[src/rtl/btsc_map.svh]
// constants for the bit-test skip and call execution block
`ifndef BTSC_MAP_SVH
`define BTSC_MAP_SVH
`define PC_W        10
`define PC_LO_W     8
`define PCH_W       2
`define SP_W        4
`define NOP_CYCLES  1
`define CALL_CYCLES 2
`endif

[src/rtl/btsc_pkg.sv]
// types shared by the bit-test skip and call execution block
package btsc_pkg;
  typedef enum logic [2:0]
  {
    op_none,
    op_skip_if_bit_clear,
    op_skip_if_bit_set,
    op_call_immediate,
    op_call_computed
  } op_e;

  // one decoded instruction as handed over by fetch
  typedef struct packed
  {
    op_e        op;
    logic [2:0] bit_sel;
    logic [7:0] operand;
  } instr_s;

  // one push towards the return stack
  typedef struct packed
  {
    logic       push;
    logic [9:0] ret_addr;
  } push_s;
endpackage

[src/rtl/target_former.sv]
// forms the 10-bit call target for both call kinds
`include "btsc_map.svh"
module target_former
(
  input  wire logic                 i_computed,
  input  wire logic [7:0]           i_operand,
  input  wire logic [7:0]           i_accumulator,
  input  wire logic [1:0]           i_pc_high_buffer,
  input  wire logic [1:0]           i_table_high_pointer,
  output logic      [`PC_W-1:0]     o_target
);
  // high bits from the buffer or the pointer, low bits from operand or accumulator
  always_comb
  begin
    if (i_computed)
      o_target = {i_table_high_pointer, i_accumulator}; // RQ6
    else
      o_target = {i_pc_high_buffer, i_operand}; // RQ5
  end
endmodule

[src/rtl/bit_test_skip_and_call.sv]
// execution logic for bit-test skips and subroutine calls
//
// Overview of operation
// (RQ1) skip-if-clear: bit 0 discards next, runs nop
// (RQ2) skip-if-set: bit 1 discards next, runs nop
// (RQ3) bit test one cycle, two when skipping
// (RQ4) calls push pc plus one onto stack
// (RQ5) immediate call: pc = {buffer[1:0], operand}
// (RQ6) computed call: pc = {pointer[1:0], accumulator}
// (RQ7) call two cycles, sp plus one, flags kept
`include "btsc_map.svh"
module bit_test_skip_and_call
#(
  parameter int SP_W = `SP_W
)
(
  input  wire logic                 i_clk,
  input  wire logic                 i_resetn,
  input  wire btsc_pkg::instr_s     i_instr,
  input  wire logic                 i_instr_valid,
  input  wire logic [7:0]           i_reg_data,
  input  wire logic [7:0]           i_accumulator,
  input  wire logic [1:0]           i_pc_high_buffer,
  input  wire logic [1:0]           i_table_high_pointer,
  input  wire logic [`PC_W-1:0]     i_pc,
  output logic                      o_busy,
  output logic                      o_discard_next,
  output logic                      o_pc_load,
  output logic      [`PC_W-1:0]     o_pc_next,
  output btsc_pkg::push_s           o_push,
  output logic      [SP_W-1:0]      o_stack_ptr,
  output logic                      o_flags_write
);
  // elaboration check
  if (SP_W < 1 || SP_W > 8)
  begin : g_bad_sp
    $error("stack pointer width out of range");
  end

  typedef enum logic [1:0]
  {
    st_idle,
    st_nop,
    st_call
  } state_e;

  typedef struct packed
  {
    state_e            state;
    logic              discard;
    logic              pc_load;
    logic [`PC_W-1:0]  pc_next;
    btsc_pkg::push_s   push;
    logic [SP_W-1:0]   sp;
  } state_s;

  state_s cur;
  state_s next_cur;
  logic [`PC_W-1:0] target;
  logic             tested_bit;
  logic             is_call;

  // ---------------------------------------------------------------
  // decode helpers
  // ---------------------------------------------------------------
  // both call kinds share the push and the two-cycle sequence
  function automatic logic call_op(input btsc_pkg::op_e op);
    return (op == btsc_pkg::op_call_immediate) || (op == btsc_pkg::op_call_computed);
  endfunction

  // ---------------------------------------------------------------
  // target address
  // ---------------------------------------------------------------
  target_former u_target
  (
    .i_computed           (i_instr.op == btsc_pkg::op_call_computed),
    .i_operand            (i_instr.operand),
    .i_accumulator        (i_accumulator),
    .i_pc_high_buffer     (i_pc_high_buffer),
    .i_table_high_pointer (i_table_high_pointer),
    .o_target             (target)
  );

  assign tested_bit = i_reg_data[i_instr.bit_sel];
  // read only by the assertions below
  assign is_call    = call_op(i_instr.op);

  // ---------------------------------------------------------------
  // next-state logic
  // ---------------------------------------------------------------
  // new instructions are only taken in idle; fetch holds while busy
  always_comb
  begin
    next_cur          = cur;
    next_cur.discard  = 1'b0;
    next_cur.pc_load  = 1'b0;
    next_cur.push     = '0;
    case (cur.state)
      st_idle:
      begin
        if (i_instr_valid)
        begin
          case (i_instr.op)
            btsc_pkg::op_skip_if_bit_clear:
            begin
              if (!tested_bit) // RQ1
              begin
                next_cur.discard = 1'b1;
                next_cur.state   = st_nop; // RQ3
              end
            end
            btsc_pkg::op_skip_if_bit_set:
            begin
              if (tested_bit) // RQ2
              begin
                next_cur.discard = 1'b1;
                next_cur.state   = st_nop; // RQ3
              end
            end
            btsc_pkg::op_call_immediate,
            btsc_pkg::op_call_computed:
            begin
              next_cur.push.push     = 1'b1;
              next_cur.push.ret_addr = i_pc + 10'h001; // RQ4
              next_cur.sp            = cur.sp + SP_W'(1'b1); // RQ7
              next_cur.pc_next       = target;
              next_cur.state         = st_call;
            end
            default:
            begin
              next_cur.state = st_idle;
            end
          endcase
        end
      end
      st_nop:
      begin
        next_cur.state = st_idle; // RQ3
      end
      st_call:
      begin
        next_cur.pc_load = 1'b1; // RQ7
        next_cur.state   = st_idle;
      end
      default:
      begin
        next_cur.state = st_idle;
      end
    endcase
  end

  // ---------------------------------------------------------------
  // state register
  // ---------------------------------------------------------------
  always_ff @(posedge i_clk)
  begin
    if (!i_resetn)
      cur <= '{state: st_idle, discard: 1'b0, pc_load: 1'b0, pc_next: '0,
               push: '0, sp: '0};
    else
      cur <= next_cur;
  end

  // outputs; busy is decoded from the registered state, so fetch stalls from the cycle after the take
  assign o_busy         = (cur.state != st_idle);
  assign o_discard_next = cur.discard;
  assign o_pc_load      = cur.pc_load;
  assign o_pc_next      = cur.pc_next;
  assign o_push         = cur.push;
  assign o_stack_ptr    = cur.sp;
  assign o_flags_write  = 1'b0; // RQ7

  // ---------------------------------------------------------------
  // assertions
  // ---------------------------------------------------------------
  a_skip_clear: assert property (@(posedge i_clk) disable iff (!i_resetn) // RQ1
    (!o_busy && i_instr_valid && i_instr.op == btsc_pkg::op_skip_if_bit_clear && !tested_bit)
    |=> o_discard_next)
    else $error("skip on clear bit missed");
  a_skip_set: assert property (@(posedge i_clk) disable iff (!i_resetn) // RQ2
    (!o_busy && i_instr_valid && i_instr.op == btsc_pkg::op_skip_if_bit_set)
    |=> (o_discard_next == $past(tested_bit)))
    else $error("skip on set bit wrong");
  a_skip_two: assert property (@(posedge i_clk) disable iff (!i_resetn) // RQ3
    $rose(o_discard_next) |-> o_busy ##1 !o_busy)
    else $error("skip not two cycles");
  a_push_addr: assert property (@(posedge i_clk) disable iff (!i_resetn) // RQ4
    (!o_busy && i_instr_valid && is_call)
    |=> o_push.push && o_push.ret_addr == $past(i_pc) + 10'h001)
    else $error("bad return address");
  a_call_imm: assert property (@(posedge i_clk) disable iff (!i_resetn) // RQ5
    (!o_busy && i_instr_valid && i_instr.op == btsc_pkg::op_call_immediate)
    |=> ##1 o_pc_load && o_pc_next == {$past(i_pc_high_buffer, 2), $past(i_instr.operand, 2)})
    else $error("bad immediate target");
  a_call_comp: assert property (@(posedge i_clk) disable iff (!i_resetn) // RQ6
    (!o_busy && i_instr_valid && i_instr.op == btsc_pkg::op_call_computed)
    |=> ##1 o_pc_load
        && o_pc_next == {$past(i_table_high_pointer, 2), $past(i_accumulator, 2)})
    else $error("bad computed target");
  a_call_sp: assert property (@(posedge i_clk) disable iff (!i_resetn) // RQ7
    (!o_busy && i_instr_valid && is_call)
    |=> o_busy && o_stack_ptr == $past(o_stack_ptr) + 1'b1 ##1 !o_busy && !o_flags_write)
    else $error("call sp or length wrong");
  a_busy_short: assert property (@(posedge i_clk) disable iff (!i_resetn) // RQ3
    o_busy |=> !o_busy)
    else $error("busy longer than one cycle");

  // a test that does not skip must leave fetch running at full rate
  a_skip_none: assert property (@(posedge i_clk) disable iff (!i_resetn) // RQ3
    (!o_busy && i_instr_valid
     && ((i_instr.op == btsc_pkg::op_skip_if_bit_clear && tested_bit)
      || (i_instr.op == btsc_pkg::op_skip_if_bit_set && !tested_bit)))
    |=> !o_busy && !o_discard_next)
    else $error("no-skip test stalled");
  a_discard_pulse: assert property (@(posedge i_clk) disable iff (!i_resetn) // RQ3
    o_discard_next |=> !o_discard_next)
    else $error("discard longer than one cycle");
  a_nop_quiet: assert property (@(posedge i_clk) disable iff (!i_resetn) // RQ3
    o_discard_next |-> !o_pc_load && !o_push.push)
    else $error("nop cycle touched pc or stack");

  // pulses last one cycle; a call always ends in a load
  a_load_after: assert property (@(posedge i_clk) disable iff (!i_resetn) // RQ7
    o_push.push |=> o_pc_load && !o_push.push)
    else $error("push without target load");
  a_sp_moves: assert property (@(posedge i_clk) disable iff (!i_resetn) // RQ7
    $changed(o_stack_ptr) |-> o_push.push)
    else $error("stack pointer moved without push");
endmodule

[config.mk]
export PLATFORM = sky130hd
export DESIGN_NAME = bit_test_skip_and_call
export DESIGN_NICKNAME = d
export VERILOG_FILES = /design/src/rtl/btsc_pkg.sv /design/src/rtl/target_former.sv /design/src/rtl/bit_test_skip_and_call.sv
export VERILOG_INCLUDE_DIRS = /design/src /design/src/rtl
export SDC_FILE = /design/constraint.sdc
export NUM_CORES = 1
export LEC_CHECK = 0
export BUFFER_PORTS_ARGS = -buffer_cell sky130_fd_sc_hd__buf_2
export CAP_MARGIN = 20
export CORE_AREA = 5 5 68 70
export DETAILED_ROUTE_END_ITERATION = 6
export DIE_AREA = 0 0 73 75
export PLACE_DENSITY = 0.69
export SLEW_MARGIN = 0
export SYNTH_ARGS = -nofsm -noshare
export SYNTH_HDL_FRONTEND = slang
export SYNTH_SLANG_ARGS = --single-unit
[constraint.sdc]
create_clock -name i_clk -period 2.2 [get_ports i_clk]
set_input_delay 0.11 -clock i_clk [delete_from_list [all_inputs] [get_ports i_clk]]
set_output_delay 0.11 -clock i_clk [all_outputs]
set_load 0.005 [all_outputs]
* Word level (Yosys, flattened, before mapping)
Cells that the tools add are included.
** Cells by class
- Reduce and logical (&&, ||, !) cells :: 8
- Div/mod/pow operators :: 0
- Shift-type cells :: 0
- Multiply operators :: 0
- $add $sub $neg :: 2
- $lt $le $gt $ge :: 1
- Eq/ne operators :: 7
- Mux-type cells :: 9
- Bitwise gates (word level) :: 0
** Operators with widths (number)
- 15-bit two-way mux :: 1
- 10-bit by 1-bit adder with 10-bit output (second input constant) :: 1
- 10-bit two-way mux :: 1
- 3-bit AND reduction :: 3
- 3-bit by 2-bit == test with 1-bit output (second input constant) :: 2
- 3-bit two-way mux :: 2
- 2-bit case mux with 3 select lines :: 1
- 4-bit by 1-bit adder with 4-bit output (second input constant) :: 1
- 3-bit by 4-bit less-than comparator with 1-bit output (second input constant) :: 1
- 2-bit inequality test (second input constant) :: 2
- 4-bit AND reduction :: 1
- 1-bit binary-select mux with 3-bit select :: 1
- 3-bit by 1-bit == test with 1-bit output (second input constant) :: 1
- 3-bit == test (second input constant) :: 1
- 2-bit == test (second input constant) :: 1
- 2-bit zero test :: 1
- 1-bit two-way mux :: 2
- 1-bit case mux with 2 select lines :: 1
- 2-bit AND reduction :: 1
- 2-bit nonzero test :: 1
- 2-bit OR reduction :: 1
** Storage, ports and cells
- RAM bits :: 0
- Bits in latches :: 0
- ROM bits :: 0
- Register bits after elaboration :: 29
- Input port bits :: 47
- Memories :: 0

* Longest topological paths before layout
- Depth in word-level cells :: 4
- Depth in mapped cells :: 6

* By module
Synthesis repeated with hierarchy kept, for this count alone.
** Unflattened totals
- Cells, all modules :: 155
- Area total of the unflattened synthesis :: 1592.8 um^2
** Modules (own cells, without submodules)
- bit_test_skip_and_call :: times used 1, seq. area each 580.6 um^2, cells each 144, area an instance 1431.4 um^2
- target_former :: times used 1, seq. area each 0.0 um^2, cells each 11, area an instance 161.4 um^2

* Worst setup path after synthesis
No wires, ideal clock.
- Path kind :: register to register
- From :: register cur[27] (netlist name)
- To :: register cur, in the netlist o_pc_next[0]
- Library setup time :: 0.116 ns
- Buffers on the path :: 2
- Cell stages (with the launch flop) :: 7
- Setup slack :: 0.791 ns
- Clock period less this slack :: 1.409 ns
- Data arrival time :: 1.292 ns
- Path through :: dfxtp_1 or3b_1 o21ba_1 buf_6 buf_6 nand2_1 o211a_1
** On the way
- Longest elaborated chain between the ends :: 2
** Ends and longest elaborated chain
- from (decl) :: RTL line bit_test_skip_and_call.sv:57 : state_s cur;
- from (signal assigned) :: RTL line bit_test_skip_and_call.sv:158 : cur <= '{state: st_idle, discard: 1'b0, pc_load: 1'b0, pc_next: '0,
- from (signal assigned) :: RTL line bit_test_skip_and_call.sv:161 : cur <= next_cur;
- 2-bit zero test :: RTL line bit_test_skip_and_call.sv:98 : case (cur.state)
- 3-bit AND reduction (no line)
Every way passes these cells.
A chain may end at the register's enable or synchronous reset.

* Worst setup path in the final report
- From :: register cur[27] (netlist name)
- To :: register cur, in the netlist o_stack_ptr[3]
Same word-level chain as after synthesis.

==> impl_metrics.tcl <==
set metrics [dict create \
    hold_class "input pin to flop" \
    synth.avg_cell_area_um2 9.76 \
    clock-sinks 29 \
    synth_async_sr_flop_share_pct 0 \
    design.core.area_um2 3910 \
    area_used_by_sequential_logic_in_the_layout_um2 581 \
    numnets_final 253 \
    grt_pass1_wl_mm 4.64 \
    initial_antenna_violation_count 0 \
    finalClockSkew_ns 0.00814 \
    ys_seq_elements 29 \
    number_of_buffers_added_to_fix_hold_violations_after_cts 0 \
    fmaxAchievable_mhz 630 \
    synth_seq_area_share_pct 38.9 \
    fraction_of_the_core_area_covered_by_cells_at_the_end_of_the_flow_pct 45.7 \
    share_of_post_route_cells_with_drive_strength_above_1_pct 42.9 \
    drc 0 \
    via_per_inst 4.50 \
    rows 23 \
    cts_made_buffers 5 \
    critical_path_required_ns 2.36 \
    clock_tree_from_tritoncts "yes" \
    die_w_um 73 \
    detail-route-antenna-nets 0 \
    die_height_um 75 \
    crit_path_end_kind "flop" \
    maxCapViolations 0 \
    multi_input_area_um2 672 \
    worst-path-max-fanout 26 \
    yosys_warnings 0 \
    synth_nets 202 \
    number_of_global_route_vias_before_repair 1121 \
    result_of_the_run "finished, final reports clean" \
    power_density_nw_per_um2 614 \
    global_placer_s_final_weighted_congestion 0.715 \
    timing.critical_path.from_type "flop" \
    post-route-period-util_pct 72.1 \
    synthCells 153 \
    fp.dieArea_um2 5480 \
    grt_start_max_net_pins 27 \
    track_usage_pct 11.0 \
    ctsRootBufferMaster "sky130_fd_sc_hd__clkbuf_8" \
    setup_repair_after_global_routing_missed_its_margin "no" \
    fillers 402 \
    min_to "o_push[0]" \
    starting_density_pct 38.1 \
    wl_per_cell_um 11.7 \
    synth_enable_flop_cells 0 \
    yosys.cell_types.count 32 \
    post-route-min-period_ns 1.59 \
    ir_drop_mv 0.351 \
    worst_hold_slack_across_all_endpoints_ns 0.0480 \
    worst-setup-path-type "flop to flop" \
    mappedNetlistArea_um2 1490 \
    clkLatencyLatePin_ns 0.27 \
    routed_wire_length_mm 2.99 \
    timing.hold.worst_path_depth 2 \
    reg2reg_from "cur[27]" \
    cts_resized 0 \
    htreeDepth 2 \
    p_leak_uw 0.00101 \
    port_buffers 74 \
    dp_hpwl_mm 2.41 \
    post_cts.repair.setup_buffers 0 \
    report.final.hold_viol_count 0 \
    setup_viol_count_final 0 \
    io_pins 76 \
    rr_endpoint "o_stack_ptr[3]" \
    flow.area_growth_from_synthesis_pct 19.9 \
    grt_remaining_overflow 0 \
    final_common_cell "sky130_fd_sc_hd__buf_2" \
    netlist.top_cell.by_area "sky130_fd_sc_hd__dfxtp_1" \
    detailedRoute.firstPassIterationCount 4 \
    initial_detailed_routing_violation_count 21 \
    timing.setup.tns_ns 0 \
    vias 1148 \
    synth_top_area_share_pct 38.9 \
    insertedDiodeCount 0 \
    r2r_slack_ns 0.61 \
    number_of_pins_exceeding_their_max_slew_limit_in_the_final_report 0 \
    clock_path_buffers 2 \
    clk_pin_slew_ns 0.06 \
    dominantRegCellSynth "sky130_fd_sc_hd__dfxtp_1" \
    most-common-layout-cells "74 x sky130_fd_sc_hd__buf_2, 29 x sky130_fd_sc_hd__dfxtp_1, 17 x sky130_fd_sc_hd__nand2_1" \
    synthTopCellsByArea "sky130_fd_sc_hd__dfxtp_1 39%, sky130_fd_sc_hd__buf_4 14%, sky130_fd_sc_hd__mux2i_1 9.4%" \
    cp.arrival_ns 1.75 \
    hp-start "i_pc[0]" \
    worst_r2r_path_depth 5 \
]
cell type report:
type | count | area share (%)
well taps | 50 | 3.49
flip-flops and latches | 29 | 32.4
repair buffers | 76 | 21.5
clock inverters | 2 | 0.559
clock buffers | 6 | 4.05
multi-input cells | 90 | 37.5
inverters | 2 | 0.419
critical path, cell delays in order (launching register included):
cell	delay, ns
sky130_fd_sc_hd__dfxtp_1	0.31
sky130_fd_sc_hd__or3b_1	0.38
sky130_fd_sc_hd__o21ba_1	0.22
sky130_fd_sc_hd__buf_4	0.27
sky130_fd_sc_hd__nand4_1	0.15
sky130_fd_sc_hd__mux2i_1	0.14
flip-flops by register name, summed over array words and instances (netlist names):
register        count
o_pc_load           1
cur                 2
o_push             11
o_stack_ptr         4
o_discard_next      1
o_pc_next          10
synthesized netlist by cell type (2+ instances only):
library cell and instances:
sky130_fd_sc_hd__dfxtp_1 29, sky130_fd_sc_hd__buf_4 27, sky130_fd_sc_hd__nand2_1 17, sky130_fd_sc_hd__mux2i_1 14, sky130_fd_sc_hd__nor2_1 10, sky130_fd_sc_hd__o211a_1 10, sky130_fd_sc_hd__xor2_1 5, sky130_fd_sc_hd__xnor2_1 4
sky130_fd_sc_hd__nand4_1 3, sky130_fd_sc_hd__and2_1 2, sky130_fd_sc_hd__and3_1 2, sky130_fd_sc_hd__buf_6 2, sky130_fd_sc_hd__clkbuf_1 2, sky130_fd_sc_hd__ha_1 2, sky130_fd_sc_hd__inv_1 2, sky130_fd_sc_hd__mux4_2 2
sky130_fd_sc_hd__nand2b_1 2, sky130_fd_sc_hd__nand3_1 2, sky130_fd_sc_hd__nor3b_1 2, sky130_fd_sc_hd__o21ai_0 2
stage by stage:
stage / worst slack [ns] / power, uW / cell area [um2] / instances
3_3_place_gp: 0.639 / 712 / 1710 / 247
5_1_grt: 0.504 / 1160 / 1790 / 255
2_1_floorplan: 0.791 / 661 / 1490 / 153
4_1_cts: 0.598 / 1120 / 1790 / 255
3_5_place_dp: 0.624 / 714 / 1710 / 247
6_report: 0.613 / 1100 / 1790 / 255
how the worst max path moves through the flow:
stage	from	end	slack, ns	depth (start not counted)
floorplan	cur[27]	o_pc_next[0]	0.79	6
global placement	cur[27]	o_stack_ptr[3]	0.64	5
detailed placement	cur[27]	o_stack_ptr[3]	0.62	5
CTS	cur[27]	o_stack_ptr[3]	0.60	5
global route	cur[27]	o_push[5]	0.50	6
finish	cur[27]	o_stack_ptr[3]	0.61	5
logic make-up after synthesis:
family,share of synthesized area [%]
AND/OR/NAND/NOR,17.0
buffers and inverters,16.4
flip-flops,38.9
multiplexers,12.4
AO/OA/AOI/OAI,8.05
XOR/XNOR,5.28
adder cells (fa/ha/maj),1.68
other,0.251
power by group:
group	internal, uW	switching [uW]
registers	543	8.44
logic	81.7	66.1
clock network	218	182
total	843	257
metal layers:
metal  global-route usage [%]  share of wire [%]  up-vias
met5                        0                  0        -
met4                     4.92                1.6        0
met3                     3.87                 11        5
met2                     19.5                 46       45
met1                     11.7                 41      507
li1                         -                  -      591
(Power assumes the default switching activity.)
